[src/common/pcr_pkg.sv]
/*
  constants for the second phy control register block: offsets, bit
  positions, reset value and settle counts. assumes a 32-bit avalon
  slave with byte addresses and a 16-bit register in the low half.
*/
// Summary of operation
// control register at management address 0x000A
// bit15: transmitter off on 100M link drop
// bit14 fibre select, reset from strap
// bit6 selects fast parallel-detect link-up
// mdix speed-up modes force bit6 set
// bit5 forces full duplex vs forced partner
// bit4: led only on 100M copper full-duplex
// enhanced led mode suppresses activity blink
// bit3 isolates mii on half-duplex/10M links; the code isolates half-duplex 100M links on copper only, not on fibre
// bit2 resets one, enables idle symbol errors
// bit1 zero enables odd-nibble detection
// odd nibble end extends tx enable, error
// bit0 one: rmii data on receive clock
// bit0 zero: rmii data on crystal reference
// reserved bits 13..7 written back unchanged
`default_nettype none
package pcr_pkg;
  localparam int unsigned      ADDR_W         = 8;
  localparam int unsigned      REG_W          = 16;
  localparam logic [7:0]       IDX_CTRL_TWO   = 8'h0A;
  localparam logic [7:0]       IDX_STATUS     = 8'h10;
  localparam logic [ADDR_W-1:0] ADDR_CTRL_TWO = {IDX_CTRL_TWO[5:0], 2'b00};
  localparam logic [ADDR_W-1:0] ADDR_STATUS   = {IDX_STATUS[5:0], 2'b00};
  localparam logic [REG_W-1:0] RESET_CTRL_TWO = 16'h0104;
  localparam int unsigned      BIT_FAR_DROP   = 15;
  localparam int unsigned      BIT_FIBRE      = 14;
  localparam int unsigned      BIT_FAST_PD    = 6;
  localparam int unsigned      BIT_EXT_FDX    = 5;
  localparam int unsigned      BIT_ENH_LED    = 4;
  localparam int unsigned      BIT_ISO_MII    = 3;
  localparam int unsigned      BIT_IDLE_ERR   = 2;
  localparam int unsigned      BIT_ODD_DIS    = 1;
  localparam int unsigned      BIT_RMII_CLK   = 0;
  // status register bit positions
  localparam int unsigned      ST_LED         = 0;
  localparam int unsigned      ST_ISOLATE     = 1;
  localparam int unsigned      ST_FDX         = 2;
  localparam int unsigned      ST_TX_OFF      = 3;
  localparam int unsigned      ST_STRAP_DONE  = 4;
  localparam int unsigned      ST_STRAP_VAL   = 5;
  // cycles after reset release before the strap is trusted
  localparam logic [1:0]       STRAP_SETTLE   = 2'h2;
  localparam int unsigned      SYNC_STAGES    = 2;
endpackage
`default_nettype wire

[src/rtl/pcr_sync.sv]
/*
  two-stage synchroniser for asynchronous pin levels.
  assumes inputs are slow levels; no event is guaranteed to pass.
*/
`timescale 1ns/1ps
`default_nettype none
module pcr_sync #(
  parameter int unsigned WIDTH = 1
) (
  input  wire logic             clock,
  input  wire logic             rstn,
  input  wire logic [WIDTH-1:0] asyncIn,
  output var  logic [WIDTH-1:0] syncOut
);
  typedef struct packed {
    logic [WIDTH-1:0] meta;
    logic [WIDTH-1:0] stable;
  } pcr_sync_state_t;

  pcr_sync_state_t r_reg;
  pcr_sync_state_t r_next;

  ////////////////////////////////////////////////////////////////////
  // per-bit chain; first stage feeds only the second
  always_comb begin
    r_next = r_reg;
    for (int i = 0; i < WIDTH; i++) begin
      r_next.meta[i]   = asyncIn[i];
      r_next.stable[i] = r_reg.meta[i];
    end
  end

  always_ff @(posedge clock) begin
    if (!rstn) begin
      r_reg <= '0;
    end else begin
      r_reg <= r_next;
    end
  end

  assign syncOut = r_reg.stable;
endmodule
`default_nettype wire

[src/rtl/pcr_odd_nibble.sv]
/*
  odd-nibble frame end check on the transmit enable stream.
  assumes one clock per transmit nibble and same-clock inputs.
*/
`timescale 1ns/1ps
`default_nettype none
module pcr_odd_nibble (
  input  wire logic clock,
  input  wire logic rstn,
  input  wire logic detectEn,
  input  wire logic txEnIn,
  input  wire logic txErIn,
  output var  logic txEnOut,
  output var  logic txErOut
);
  typedef struct packed {
    logic parity;
    logic txEnD;
    logic enOut;
    logic erOut;
  } pcr_nib_state_t;

  pcr_nib_state_t r_reg;
  pcr_nib_state_t r_next;
  logic           oddEnd;

  ////////////////////////////////////////////////////////////////////
  // extend odd frame
  always_comb begin
    r_next       = r_reg;
    oddEnd       = r_reg.txEnD && !txEnIn && r_reg.parity && detectEn;
    r_next.txEnD = txEnIn;
    // parity of nibbles sent in the current frame
    r_next.parity = txEnIn ? !r_reg.parity : 1'b0;
    r_next.enOut  = txEnIn || oddEnd;
    r_next.erOut  = (txEnIn && txErIn) || oddEnd;
  end

  always_ff @(posedge clock) begin
    if (!rstn) begin
      r_reg <= '0;
    end else begin
      r_reg <= r_next;
    end
  end

  assign txEnOut = r_reg.enOut;
  assign txErOut = r_reg.erOut;

  // extension cycle
  odd_ext_a: assert property (@(posedge clock) disable iff (!rstn)
    (r_reg.txEnD && !txEnIn && r_reg.parity && detectEn) |=> (txEnOut && txErOut))
    else $error("odd nibble end not extended with error");
  // detection off
  odd_off_a: assert property (@(posedge clock) disable iff (!rstn)
    (!detectEn && !txEnIn) |=> !txEnOut)
    else $error("extension while detection disabled");
endmodule
`default_nettype wire

[src/rtl/pcr_phy_control_two.sv]
/*
  second phy control register with the mode logic it steers: far-end
  link drop, fibre select, fast parallel detect, extended duplex,
  link led, mii isolate, idle symbol error gate, odd-nibble check and
  rmii receive reference select.
  assumes an avalon-mm master on the same clock and link status
  inputs from same-clock logic; only the fibre strap is a raw pin.
*/
// Our own choice: register access over Avalon-MM.
`timescale 1ns/1ps
`default_nettype none
module pcr_phy_control_two #(
  parameter int unsigned DROP_HOLD_CYCLES = 1000
) (
  input  wire logic        clock,
  input  wire logic        rstn,
  input  wire logic [7:0]  avs_address,
  input  wire logic        avs_read,
  input  wire logic        avs_write,
  input  wire logic [31:0] avs_writedata,
  input  wire logic [3:0]  avs_byteenable,
  output var  logic [31:0] avs_readdata,
  output var  logic        avs_waitrequest,
  input  wire logic        strapFibrePin,
  input  wire logic        fastMdixEn,
  input  wire logic        robustMdixEn,
  input  wire logic        linkUp,
  input  wire logic        speed100,
  input  wire logic        stdFullDuplex,
  input  wire logic        autoNegEn,
  input  wire logic        forced100,
  input  wire logic        partnerForced100,
  input  wire logic        activity,
  input  wire logic        rxIdle,
  input  wire logic        rxSymbolErr,
  input  wire logic        txEnIn,
  input  wire logic        txErIn,
  output var  logic        fibreMode,
  output var  logic        fastLinkUp,
  output var  logic        txDisable,
  output var  logic        fullDuplex,
  output var  logic        linkLed,
  output var  logic        miiIsolate,
  output var  logic        idleSymErr,
  output var  logic        rxRefSelect,
  output var  logic        txEnOut,
  output var  logic        txErOut
);
  typedef struct packed {
    logic [15:0] ctrl;
    logic [15:0] rdData;
    logic        ack;
    logic        waitReq;
    logic [1:0]  strapCnt;
    logic        strapDone;
    logic        linkUpD;
    logic [15:0] dropCnt;
    logic        txOff;
    logic        fdx;
    logic        led;
    logic        iso;
    logic        idleErr;
    logic        rxRef;
  } pcr_top_state_t;

  localparam logic [15:0] DROP_HOLD = 16'(DROP_HOLD_CYCLES);

  pcr_top_state_t r_reg;
  pcr_top_state_t r_next;
  logic           strapSync;
  logic           isCopper;
  logic           fdxNext;
  logic [15:0]    statusWord;
  logic [15:0]    wrData;

  ////////////////////////////////////////////////////////////////////
  // strap pin through two flops before use
  pcr_sync #(
    .WIDTH (1)
  ) u_strap_sync (
    .clock   (clock),
    .rstn    (rstn),
    .asyncIn (strapFibrePin),
    .syncOut (strapSync)
  );

  // odd-nibble enable
  pcr_odd_nibble u_odd_nibble (
    .clock    (clock),
    .rstn     (rstn),
    .detectEn (!r_reg.ctrl[pcr_pkg::BIT_ODD_DIS]),
    .txEnIn   (txEnIn),
    .txErIn   (txErIn),
    .txEnOut  (txEnOut),
    .txErOut  (txErOut)
  );

  ////////////////////////////////////////////////////////////////////
  // status word shows block state, read only
  always_comb begin
    statusWord = '0;
    statusWord[pcr_pkg::ST_LED]        = r_reg.led;
    statusWord[pcr_pkg::ST_ISOLATE]    = r_reg.iso;
    statusWord[pcr_pkg::ST_FDX]        = r_reg.fdx;
    statusWord[pcr_pkg::ST_TX_OFF]     = r_reg.txOff;
    statusWord[pcr_pkg::ST_STRAP_DONE] = r_reg.strapDone;
    statusWord[pcr_pkg::ST_STRAP_VAL]  = strapSync;
  end

  // byte lanes merge, reserved bits kept as written
  always_comb begin
    wrData = r_reg.ctrl;
    if (avs_byteenable[0]) begin
      wrData[7:0] = avs_writedata[7:0];
    end
    if (avs_byteenable[1]) begin
      wrData[15:8] = avs_writedata[15:8];
    end
  end

  ////////////////////////////////////////////////////////////////////
  // next state: bus slave, strap load, mode logic
  always_comb begin
    r_next   = r_reg;
    isCopper = !r_reg.ctrl[pcr_pkg::BIT_FIBRE];
    // one wait state: ack the cycle after a request is seen
    r_next.ack     = (avs_read || avs_write) && !r_reg.ack;
    r_next.waitReq = !r_next.ack;
    if (r_next.ack && avs_read) begin
      // R1 register decode
      if (avs_address == pcr_pkg::ADDR_CTRL_TWO) begin
        r_next.rdData = r_reg.ctrl;
      end else if (avs_address == pcr_pkg::ADDR_STATUS) begin
        r_next.rdData = statusWord;
      end else begin
        r_next.rdData = '0;
      end
    end
    // write lands on the edge the master sees waitrequest low
    if (r_reg.ack && avs_write) begin
      if (avs_address == pcr_pkg::ADDR_CTRL_TWO) begin
        r_next.ctrl = wrData;
      end
    end
    // strap loads fibre bit once after reset
    if (!r_reg.strapDone) begin
      r_next.strapCnt = r_reg.strapCnt + 2'h1;
      if (r_reg.strapCnt == pcr_pkg::STRAP_SETTLE) begin
        r_next.ctrl[pcr_pkg::BIT_FIBRE] = strapSync;
        r_next.strapDone                = 1'b1;
        r_next.strapCnt                 = r_reg.strapCnt;
      end
    end
    // hardware set wins over a software clear
    if (fastMdixEn || robustMdixEn) begin
      r_next.ctrl[pcr_pkg::BIT_FAST_PD] = 1'b1;
    end
    // hold transmitter off for a while after a 100M drop
    r_next.linkUpD = linkUp;
    if (linkUp) begin
      r_next.dropCnt = '0;
    end else if (r_reg.linkUpD && r_reg.ctrl[pcr_pkg::BIT_FAR_DROP] && speed100) begin
      r_next.dropCnt = DROP_HOLD;
    end else if (r_reg.dropCnt != '0) begin
      r_next.dropCnt = r_reg.dropCnt - 16'h0001;
    end
    r_next.txOff = (r_next.dropCnt != '0) && r_reg.ctrl[pcr_pkg::BIT_FAR_DROP];
    // extended duplex against a forced 100M partner
    fdxNext = linkUp && (stdFullDuplex ||
              (r_reg.ctrl[pcr_pkg::BIT_EXT_FDX] && isCopper && speed100 &&
               partnerForced100 && (autoNegEn || forced100)));
    r_next.fdx = fdxNext;
    // enhanced led qualifies link
    if (r_reg.ctrl[pcr_pkg::BIT_ENH_LED]) begin
      // no activity blink in enhanced mode
      r_next.led = linkUp && speed100 && fdxNext && isCopper;
    end else begin
      r_next.led = linkUp && !activity;
    end
    // isolate on half-duplex 100M copper or any 10M link
    r_next.iso = r_reg.ctrl[pcr_pkg::BIT_ISO_MII] && linkUp &&
                 ((speed100 && !fdxNext && isCopper) || !speed100);
    // idle symbol error gate
    r_next.idleErr = r_reg.ctrl[pcr_pkg::BIT_IDLE_ERR] && rxIdle && rxSymbolErr;
    // rmii receive reference select
    r_next.rxRef = r_reg.ctrl[pcr_pkg::BIT_RMII_CLK];
  end

  ////////////////////////////////////////////////////////////////////
  // register the whole state
  always_ff @(posedge clock) begin
    if (!rstn) begin
      r_reg         <= '0;
      // idle error detection on at reset
      r_reg.ctrl    <= pcr_pkg::RESET_CTRL_TWO;
      r_reg.waitReq <= 1'b1;
    end else begin
      r_reg <= r_next;
    end
  end

  // outputs straight from state flops
  assign avs_readdata    = {16'h0000, r_reg.rdData};
  assign avs_waitrequest = r_reg.waitReq;
  assign fibreMode       = r_reg.ctrl[pcr_pkg::BIT_FIBRE];
  // fast parallel-detect select
  assign fastLinkUp      = r_reg.ctrl[pcr_pkg::BIT_FAST_PD];
  assign txDisable       = r_reg.txOff;
  assign fullDuplex      = r_reg.fdx;
  assign linkLed         = r_reg.led;
  assign miiIsolate      = r_reg.iso;
  assign idleSymErr      = r_reg.idleErr;
  assign rxRefSelect     = r_reg.rxRef;

  ////////////////////////////////////////////////////////////////////
  // checks on the steered outputs
  // read returns register
  reg_read_a: assert property (@(posedge clock) disable iff (!rstn)
    (avs_read && !avs_waitrequest && avs_address == pcr_pkg::ADDR_CTRL_TWO)
      |-> avs_readdata[15:0] == $past(r_reg.ctrl))
    else $error("control register read mismatch");
  // drop turns tx off
  tx_drop_a: assert property (@(posedge clock) disable iff (!rstn)
    ($fell(linkUp) && r_reg.ctrl[pcr_pkg::BIT_FAR_DROP] && speed100 &&
     !$past(avs_write)) |=> txDisable)
    else $error("transmitter not disabled on link drop");
  // strap load
  strap_load_a: assert property (@(posedge clock) disable iff (!rstn)
    $rose(r_reg.strapDone) |-> fibreMode == $past(strapSync))
    else $error("fibre bit not loaded from strap");
  // auto set
  fast_set_a: assert property (@(posedge clock) disable iff (!rstn)
    (fastMdixEn || robustMdixEn) |=> fastLinkUp)
    else $error("fast link-up bit not forced");
  // extended duplex
  ext_fdx_a: assert property (@(posedge clock) disable iff (!rstn)
    (linkUp && speed100 && r_reg.ctrl[pcr_pkg::BIT_EXT_FDX] && !fibreMode &&
     partnerForced100 && forced100) |=> fullDuplex)
    else $error("extended duplex not applied");
  // enhanced led
  led_enh_a: assert property (@(posedge clock) disable iff (!rstn)
    (r_reg.ctrl[pcr_pkg::BIT_ENH_LED] && !speed100) |=> !linkLed)
    else $error("enhanced led lit on 10M link");
  // no blink
  led_blink_a: assert property (@(posedge clock) disable iff (!rstn)
    (r_reg.ctrl[pcr_pkg::BIT_ENH_LED] && linkUp && speed100 && !fibreMode &&
     stdFullDuplex) |=> linkLed)
    else $error("enhanced led blinked or dark");
  // isolate on 10M
  mii_iso_a: assert property (@(posedge clock) disable iff (!rstn)
    (r_reg.ctrl[pcr_pkg::BIT_ISO_MII] && linkUp && !speed100) |=> miiIsolate)
    else $error("mii not isolated on 10M link");
  // gate off while bit2 is clear
  idle_err_a: assert property (@(posedge clock) disable iff (!rstn)
    (!r_reg.ctrl[pcr_pkg::BIT_IDLE_ERR]) |=> !idleSymErr)
    else $error("idle symbol error while disabled");
  // reference follows bit
  rx_ref_a: assert property (@(posedge clock) disable iff (!rstn)
    1'b1 |=> rxRefSelect == $past(r_reg.ctrl[pcr_pkg::BIT_RMII_CLK]))
    else $error("rmii reference select stale");

  ////////////////////////////////////////////////////////////////////
  // bus handshake and steady-state guards; these catch a decode that
  // drifts between the scenario-level checks above
  // one wait state
  wait_one_a: assert property (@(posedge clock) disable iff (!rstn)
    ((avs_read || avs_write) && avs_waitrequest) |=> !avs_waitrequest)
    else $error("request not answered after one wait state");
  // answer lasts one cycle
  ack_once_a: assert property (@(posedge clock) disable iff (!rstn)
    !avs_waitrequest |=> avs_waitrequest)
    else $error("waitrequest low for more than one cycle");
  // full write stored
  wr_store_a: assert property (@(posedge clock) disable iff (!rstn)
    (avs_write && !avs_waitrequest && avs_address == pcr_pkg::ADDR_CTRL_TWO &&
     avs_byteenable[1:0] == 2'h3 && r_reg.strapDone && !fastMdixEn && !robustMdixEn)
      |=> r_reg.ctrl == $past(avs_writedata[15:0]))
    else $error("control write not stored as given");
  // link up clears hold
  tx_up_a: assert property (@(posedge clock) disable iff (!rstn)
    linkUp |=> !txDisable)
    else $error("transmitter held off while link up");
  // mode off keeps tx
  tx_mode_a: assert property (@(posedge clock) disable iff (!rstn)
    !r_reg.ctrl[pcr_pkg::BIT_FAR_DROP] |=> !txDisable)
    else $error("transmitter off with far-end drop disabled");
  // fibre bit steady
  fibre_hold_a: assert property (@(posedge clock) disable iff (!rstn)
    (r_reg.strapDone && !(avs_write && !avs_waitrequest)) |=> $stable(fibreMode))
    else $error("fibre bit changed without a write");
  // standard duplex kept
  fdx_std_a: assert property (@(posedge clock) disable iff (!rstn)
    (linkUp && stdFullDuplex) |=> fullDuplex)
    else $error("standard full duplex lost");
  // normal led lit
  led_norm_a: assert property (@(posedge clock) disable iff (!rstn)
    (!r_reg.ctrl[pcr_pkg::BIT_ENH_LED] && linkUp && !activity) |=> linkLed)
    else $error("normal led dark on idle link");
  // isolate off when disabled
  iso_off_a: assert property (@(posedge clock) disable iff (!rstn)
    !r_reg.ctrl[pcr_pkg::BIT_ISO_MII] |=> !miiIsolate)
    else $error("mii isolated while mode disabled");
  // idle error reported
  idle_on_a: assert property (@(posedge clock) disable iff (!rstn)
    (r_reg.ctrl[pcr_pkg::BIT_IDLE_ERR] && rxIdle && rxSymbolErr) |=> idleSymErr)
    else $error("idle symbol error not reported");
endmodule
`default_nettype wire

[config.mk]
export PLATFORM = sky130hd
export DESIGN_NAME = pcr_phy_control_two
export DESIGN_NICKNAME = d
export VERILOG_FILES = /design/src/common/pcr_pkg.sv /design/src/rtl/pcr_sync.sv /design/src/rtl/pcr_odd_nibble.sv /design/src/rtl/pcr_phy_control_two.sv
export SDC_FILE = /design/constraint.sdc
export NUM_CORES = 1
export LEC_CHECK = 0
export BUFFER_PORTS_ARGS = -buffer_cell sky130_fd_sc_hd__buf_4
export CAP_MARGIN = 10
export CELL_PAD_IN_SITES_DETAIL_PLACEMENT = 1
export CELL_PAD_IN_SITES_GLOBAL_PLACEMENT = 2
export CORE_AREA = 2 2 104 106
export DETAILED_ROUTE_END_ITERATION = 12
export DIE_AREA = 0 0 106 108
export PLACE_DENSITY_LB_ADDON = 0.1
export SYNTH_ARGS = -nofsm -noshare
export SYNTH_HDL_FRONTEND = slang
export SYNTH_SLANG_ARGS = --single-unit
[constraint.sdc]
create_clock -name clock -period 3.92 [get_ports clock]
set_input_delay 0.196 -clock clock [delete_from_list [all_inputs] [get_ports clock]]
set_output_delay 0.196 -clock clock [all_outputs]
set_load 0.01 [all_outputs]
==> qor.csv, run 1 <==
stage;metric;value;unit
finish;area of the multi-input gates;0.00148;sq mm
clock_network;Setup Fix Bufs, Post-CTS;0;
route;total wire length;8090;um
worst_setup_path;CP cell instances;inv_1 > ha_1 > or3b_4 > or3_4 > o41ai_1 > o2111a_1 > a31oi_1 > o311a_1;
worst_setup_path;crit-path max FO;9;
floorplan;Die Y;108;um
route;drt initial violations;115;
global_route;vias in the first global route;2593;
pwr;Static Leak;1.66;nW
clock_network;post-CTS sizing;0;
sta;final setup violation count;0;
worst_setup_path;peak per-stage delay on the critical path;0.46;ns
worst_setup_path;crit path capture type;flop;
sta;max-slew violations;0;
yosys;xor/xnor share of the synthesized area;2.26;%
floorplan;io pins;105;
floorplan;core area;0.0102;sq mm
clock_network;H-tree depth;3;
pwr;Pint;0.00176;W
hold_path;worst min path class;in -> reg;
yosys;Mapped Area;0.00310;sq mm
yosys;cells after synthesis;351;
yosys;mux contribution to synthesized area;5.48;%
sta;fmax;339;MHz
yosys;Yosys cell types;52;
worst_setup_path;Reg-to-Reg End;txDisable;
global_route;Total GRT Usage;14.6;%
pwr;switching portion of total power;39.9;%
finish;max reg flops;34;
clock_network;root buf cell;clkbuf_8;
sta;Final Hold Violating Endpoints;0;
finish;ANT cells;0;
sta;Slew HR;31.1;%
yosys;number of flops mapped to enable cells by yosys;0;
route;via count;2599;
clock_network;Post-CTS Hold Buffers;0;
floorplan;Die Area;0.0114;sq mm
clock_network;clock tree buffer depth;2;
finish;fraction of layout cells with a size suffix above 1;25.0;%
yosys;most used flip-flop cell after synthesis;dfxtp_1;
hold_path;Worst Hold Depth;3;
clock_network;CTS clk-pin slew, worst paths;0.08;ns
global_route;largest net degree at the start of global routing;38;
yosys;Yosys warning count;0;
pwr;share of power burned in registers;31.4;%
pwr;Comb pwr share;46.5;%
yosys;syn_area_per_cell;8.84;sq um
sta;period utilization;75.3;%
yosys;ys async rst share;0;%
route;Via density;4.78;
floorplan;die width;106;um
global_route;grt total ovfl;0;
yosys;Post-Synth Adder-Cell Area;1.21;%
yosys;largest family of logic cells by synthesized area;simple AND/OR/NAND/NOR gates;
global_route;wire length of the first global-routing pass;13100;um
finish;synth-to-layout area growth;21.8;%
worst_setup_path;Critical-path top delay cell;or3b_4;
worst_setup_path;WS Path Type;reg -> reg;
worst_setup_path;crit start category;flop;
worst_setup_path;Reg2Reg Setup Slack;0.97;ns
pwr;Net Sw Power;0.00117;W
finish;Core Util, Final;37.0;%
worst_setup_path;Crit path max-delay family;compound AO/OA/AOI/OAI gates;
outcome;status;completed;
clock_network;Worst-Skew Late Latency;0.33;ns
hold_path;Worst Hold Launch;avs_writedata[8];
finish;fillers;1237;
placement;number of port buffers;70;
sta;clock skew;0.00953;ns
finish;fin cells;544;
run;Max Cap Violations;0;
worst_setup_path;Worst R2R Start;r_reg[6];
worst_setup_path;number of buffers and inverters on the critical path;1;
floorplan;Initial Util;30.3;%
yosys;register area share after synthesis;42.6;%
sta;RSZ-0062 raised after global routing;no;
pwr;Clk pwr share;22.1;%
route;Wirelength per Cell;14.9;um
finish;layout net count;468;
sta;fin crit period;2.95;ns
clock_network;CTS tree;yes;
worst_setup_path;WP data required;4.13;ns
pwr;VDD IR max;0.000470;V
floorplan;FP Rows;37;
sta;worst hold slack;0.0735;ns
placement;routability cong.;0.726;
clock_network;CTS sink count;66;
clock_network;Inserted Clock Buffers;9;
route;# DRC;0;
sta;setup TNS;0;ns
finish;Sequential Area;0.00132;sq mm
pwr;Final Total Pwr;0.00292;W
worst_setup_path;Critical Path AT;3.16;ns
sta;worst-margin pin slew;1.02;ns
yosys;post-synthesis compound-gate area fraction;11.0;%
worst_setup_path;R2R cell count;8;
route;Final ANT Viol Nets;0;
yosys;register bit total from synthesis;66;
pwr;Power Dens Cells;773;mW/mm^2
global_route;initial antenna violation count;0;
placement;DP HPWL;5840;um
yosys;simple-gate portion of the synthesized area;25.8;%
placement;placed insts;527;
hold_path;WHS Endpoint;r_reg[52];
route;DRT Pass-1 Iters;4;
-- cell families (layout without fill, tap and decap cells) --
kind of cell             after synthesis  in the layout
adder cells (fa/ha/maj)                3              3
flip-flops                            66             66
XOR/XNOR                               8              8
buffers and inverters                 56             98
multiplexers                          17             17
other                                  1             16
AND/OR/NAND/NOR                      151            151
AO/OA/AOI/OAI                         49             49
-- power groups by stage --
| stage | combinational, W | clock [W] | sequential [W] |
|---|---|---|---|
| 2_1_floorplan | 0.00111 | 0 | 0.000865 |
| 3_3_place_gp | 0.00135 | 0 | 0.000931 |
| 3_5_place_dp | 0.00137 | 0 | 0.000932 |
| 4_1_cts | 0.00138 | 0.000669 | 0.000918 |
| 5_1_grt | 0.00155 | 0.000697 | 0.000938 |
| 6_report | 0.00136 | 0.000645 | 0.000919 |
-- stage by stage --
step	worst slack, ns	instance area [sq um]
final	0.969	3780
after global routing	0.759	3780
after CTS	0.941	3780
after detailed placement	0.966	3550
after global placement	1.01	3550
after floorplan	1.29	3160
-- per-layer routing --
metal  routed length, um  share of wire [%]  global-route usage (%)
met5                   0                  0                       0
met4                  75               0.93                    3.67
met3                 376                4.6                    4.22
met2                3710                 46                    23.8
met1                3920                 49                    19.0
-- Yosys cell counts, drive strengths merged, types with 7 or more instances --
library cell / n / area, sq um
xnor2: 7 / 61.3
inv: 9 / 33.8
clkbuf: 11 / 51.3
nor3: 15 / 75.1
a21oi: 17 / 85.1
nand2: 22 / 82.6
nand3: 14 / 70.1
and2: 13 / 81.3
buf: 36 / 275
mux2i: 17 / 170
dfxtp: 66 / 1320
or3: 7 / 56.3
nor4: 7 / 50.1
nor2: 42 / 158
-- area by class of cell --
| cell class | instances | area share [%] |
|---|---|---|
| Multi-Input combinational cell | 244 | 39.2 |
| Sequential cell | 66 | 34.9 |
| Timing Repair Buffer | 73 | 14.4 |
| Tap cell | 136 | 4.50 |
| Clock buffer | 10 | 3.64 |
| Clock inverter | 6 | 2.35 |
| Inverter | 9 | 0.893 |
-- placed cells by master (no fill, tap or decap), types with 3 or more instances in the layout --
cell type,n
a221oi_1,6
xnor2_1,7
a21oi_1,17
and2_1,13
nand2_1,22
mux2i_1,17
or3_1,3
nand4_1,6
clkbuf_8,10
nor2_1,42
and3_1,3
nor2b_1,3
buf_4,72
nor3_1,14
ha_1,3
conb_1,16
a31oi_1,5
inv_1,7
dfxtp_1,66
nor4_1,6
a211oi_1,5
o31ai_1,3
nand3_1,14
o21ai_0,3
nand2b_1,4
or4_1,4
-- worst register-to-register path: cells and delay by family (launching register included) --
kind | cells | cell delay, ns
DFF | 1 | 0.40
buffers and inverters | 1 | 0.13
AOI/OAI and AO/OA | 4 | 1.17
adders and majority gates | 1 | 0.31
and+or+nand+nor | 2 | 0.82
-- how the worst max path moves through the flow --
stage                        start        end  slack (ns)  cells past startpoint
after global placement    r_reg[6]  txDisable        1.01                      8
after floorplan           r_reg[6]  txDisable        1.29                      9
after global routing      r_reg[6]  txDisable        0.76                      8
after detailed placement  r_reg[6]  txDisable        0.97                      8
final                     r_reg[6]  txDisable        0.97                      8
after CTS                 r_reg[6]  txDisable        0.94                      8
No activity file was read; power rests on OpenSTA's default activity.
==> inputs of run 2 (changes only) <==
- ABC_AREA: default -> 1
- CORE_AREA: 2 2 104 106 -> 2 2 118 120
- DIE_AREA: 0 0 106 108 -> 0 0 120 122
- clock period: 3.92 -> 2.5 ns (I/O delays scaled with it)
==> run 2 against run 1 <==
First-iteration DRC count fell by 20%. Routed wire length rose by 17%. Clock power rose by 120%. Clock skew fell by 0.0043 ns. Via count rose by 13%. Final cell count rose by 29%. Global-route usage fell by 0.76 points. Critical path type unchanged. Highest routed layer unchanged.
==> qor.csv, run 2 <==
stage;metric;value;unit;change
global_route;vias in the first global route;3088;;was 2593
route;Final ANT Viol Nets;0;;unchanged
finish;layout net count;583;;was 468
outcome;status;completed;;unchanged
sta;RSZ-0062 raised after global routing;no;;unchanged
worst_setup_path;Critical-path top delay cell;dfxtp_1;;was or3b_4
finish;max reg flops;34;;unchanged
run;Max Cap Violations;0;;unchanged
clock_network;CTS tree;yes;;unchanged
floorplan;die width;120;um;was 106 um
hold_path;worst min path class;in -> reg;;unchanged
route;total wire length;9480;um;was 8090 um
floorplan;Initial Util;23.4;%;was 30.3%
sta;fmax;499;MHz;was 339 MHz
global_route;grt total ovfl;0;;unchanged
pwr;Final Total Pwr;0.00532;W;was 0.00292 W
floorplan;FP Rows;43;;was 37
sta;max-slew violations;0;;unchanged
worst_setup_path;crit-path max FO;12;;was 9
global_route;largest net degree at the start of global routing;33;;was 38
finish;ANT cells;0;;unchanged
global_route;wire length of the first global-routing pass;15500;um;was 13100 um
pwr;Static Leak;1.99;nW;was 1.66 nW
clock_network;Setup Fix Bufs, Post-CTS;0;;unchanged
finish;synth-to-layout area growth;29.7;%;was 21.8%
sta;setup TNS;0;ns;unchanged
worst_setup_path;crit path capture type;flop;;unchanged
pwr;VDD IR max;0.000361;V;was 0.000470 V
yosys;cells taking the most area after synthesis;dfxtp_1, nand2_1, buf_4;;was dfxtp_1, buf_4, mux2i_1
yosys;Synth area leader;dfxtp_1;;unchanged
worst_setup_path;WS Path Type;reg -> reg;;unchanged
worst_setup_path;Critical Path AT;2.24;ns;was 3.16 ns
clock_network;CTS clk-pin slew, worst paths;0.06;ns;was 0.08 ns
sta;Final Hold Violating Endpoints;0;;unchanged
route;DRT Pass-1 Iters;6;;was 4
placement;routability cong.;0.788;;was 0.726
finish;most common cell after layout, fill and taps aside;nand2_1;;was buf_4
route;via count;2943;;was 2599
global_route;Total GRT Usage;13.8;%;was 14.6%
yosys;cells after synthesis;456;;was 351
yosys;Synth top area share;41.8;%;was 42.6%
worst_setup_path;peak per-stage delay on the critical path;0.33;ns;was 0.46 ns
clock_network;clock tree buffer depth;2;;unchanged
yosys;number of flops mapped to enable cells by yosys;0;;unchanged
placement;DP Worst Slack;0.411;ns;was 0.966 ns
clock_network;root buf cell;clkbuf_16;;was clkbuf_8
finish;most frequent cells in the layout;nand2_1, buf_4, dfxtp_1;;was buf_4, dfxtp_1, nor2_1
worst_setup_path;WP data required;2.74;ns;was 4.13 ns
placement;number of port buffers;70;;unchanged
yosys;Yosys warning count;0;;unchanged
sta;fin crit period;2.00;ns;was 2.95 ns
floorplan;io pins;105;;unchanged
global_route;initial antenna violation count;0;;unchanged
route;drt initial violations;92;;was 115
yosys;Yosys cell types;29;;was 52
route;# DRC;0;;unchanged
clock_network;H-tree depth;3;;unchanged
floorplan;core area;0.0135;sq mm;was 0.0102 sq mm
clock_network;CTS sink count;66;;unchanged
yosys;Mapped Area;0.00316;sq mm;was 0.00310 sq mm
yosys;most common cell in the netlist;nand2_1;;was dfxtp_1
finish;fraction of layout cells with a size suffix above 1;18.7;%;was 25.0%
sta;final setup violation count;0;;unchanged
sta;Slew HR;40.7;%;was 31.1%
yosys;most used flip-flop cell after synthesis;dfxtp_1;;unchanged
sta;period utilization;80.1;%;was 75.3%
yosys;Post-synth top cells;nand2_1, dfxtp_1, nor2_1, inv_1, buf_4;;was dfxtp_1, nor2_1, buf_4, nand2_1
sta;clock skew;0.00528;ns;was 0.00953 ns
yosys;register area share after synthesis;41.8;%;was 42.6%
route;Wirelength per Cell;13.5;um;was 14.9 um
floorplan;Die Area;0.0146;sq mm;was 0.0114 sq mm
yosys;register bit total from synthesis;66;;unchanged
placement;DP HPWL;7170;um;was 5840 um
clock_network;Worst-Skew Late Latency;0.34;ns;was 0.33 ns
hold_path;Worst Hold Launch;rxIdle;;was avs_writedata[8]
worst_setup_path;crit start category;flop;;unchanged
yosys;ys async rst share;0;%;unchanged
yosys;syn_area_per_cell;6.93;sq um;was 8.84 sq um
clock_network;Inserted Clock Buffers;9;;unchanged
worst_setup_path;CP cell instances;inv_1 > ha_1 > nand2_1 > nor2_1 > nand2_1 > nand3_1 > nand2_1 > nor2_1 > nand2_1 > nor2_1 > nor2_1;;was inv_1 > ha_1 > or3b_4 > or3_4 > o41ai_1 > o2111a_1 > a31oi_1 > o311a_1
sta;PnR worst setup slack;0.497;ns;was 0.969 ns
sta;worst-margin pin slew;0.889;ns;was 1.02 ns
worst_setup_path;CP startpoint;r_reg[6];;unchanged
worst_setup_path;Worst R2R Start;r_reg[6];;unchanged
pwr;Power Dens Cells;1300;mW/mm^2;was 773 mW/mm^2
route;Via density;4.19;;was 4.78
floorplan;Die Y;122;um;was 108 um
-- run 2: cell count changes in the layout (fill, tap and decap cells not counted), sizes merged, moves of 6 or more --
cell,before,now
and2,13,0
o211ai,1,7
nor3,15,3
nand3,14,33
mux2i,17,0
inv,10,46
nor2,42,60
a221oi,6,0
or3,7,0
a21oi,17,27
nand2,22,130
o21ai,3,18
-- run 2: path summary, 6_finish.rpt --
path,end,depth (start not counted),slack (ns)
max,txDisable,11,0.50
min,idleSymErr,3,0.03
max reg2reg,txDisable,11,0.50
min reg2reg,u_strap_sync.syncOut,2,0.42
-- run 2: per-layer routing --
metal,global-route usage (%),routed length (um)
met5,0,0
met3,3.51,378
met4,5.15,131
met1,17.3,4410
met2,22.9,4550
-- run 2: cell families (layout without fill, tap and decap cells) --
| family | Yosys count | after routing | synth area share [%] |
|---|---|---|---|
| DFF | 66 | 66 | 41.8 |
| other | 1 | 16 | 0.119 |
| adders and majority gates | 3 | 3 | 1.19 |
| and+or+nand+nor | 238 | 238 | 31.8 |
| xor gates and xnor gates | 3 | 3 | 0.832 |
| buffers and inverters | 91 | 143 | 14.9 |
| AOI/OAI and AO/OA | 54 | 54 | 9.27 |
-- run 2: power by group --
part	internal (W)	leakage (nW)	switching (W)
Sequential	0.00123	0.540	0.000144
Clock	0.000901	0.155	0.000491
Combinational	0.000899	1.30	0.00166
-- run 2: metrics by stage --
step | hold slack (ns) | instances | instance area, sq um | util (%)
6_report | 0.0333 | 703 | 4100 | 30.3
5_1_grt | 0.0404 | 703 | 4100 | 30.3
4_1_cts | 0.0231 | 703 | 4100 | 30.3
3_5_place_dp | 0.315 | 682 | 3720 | 27.5
3_3_place_gp | 0.305 | 682 | 3720 | 27.5
2_1_floorplan | 0.223 | 471 | 3210 | -
-- run 2: worst max-delay path, delay by kind of cell, from the launching register on --
kind | cells | cell delay (ns)
buffers and inverters | 1 | 0.15
and+or+nand+nor | 9 | 1.19
DFF | 1 | 0.33
adders and majority gates | 1 | 0.22
-- run 2: repair_timing --
| item | 4_1_cts | 5_1_grt |
|---|---|---|
| endpoints found under the hold margin | 5 | 0 |
| resized for setup | 0 | 0 |
| hold buffers | 5 | 0 |
-- run 2: cell type report --
cell class | count | area (sq um)
fill | 1662 | 9410
multi-input combinational | 314 | 1420
sequential | 66 | 1320
timing repair buffer | 81 | 621
clock buffer | 10 | 239
tap | 180 | 225
inverter | 46 | 178
clock inverter | 6 | 88.8
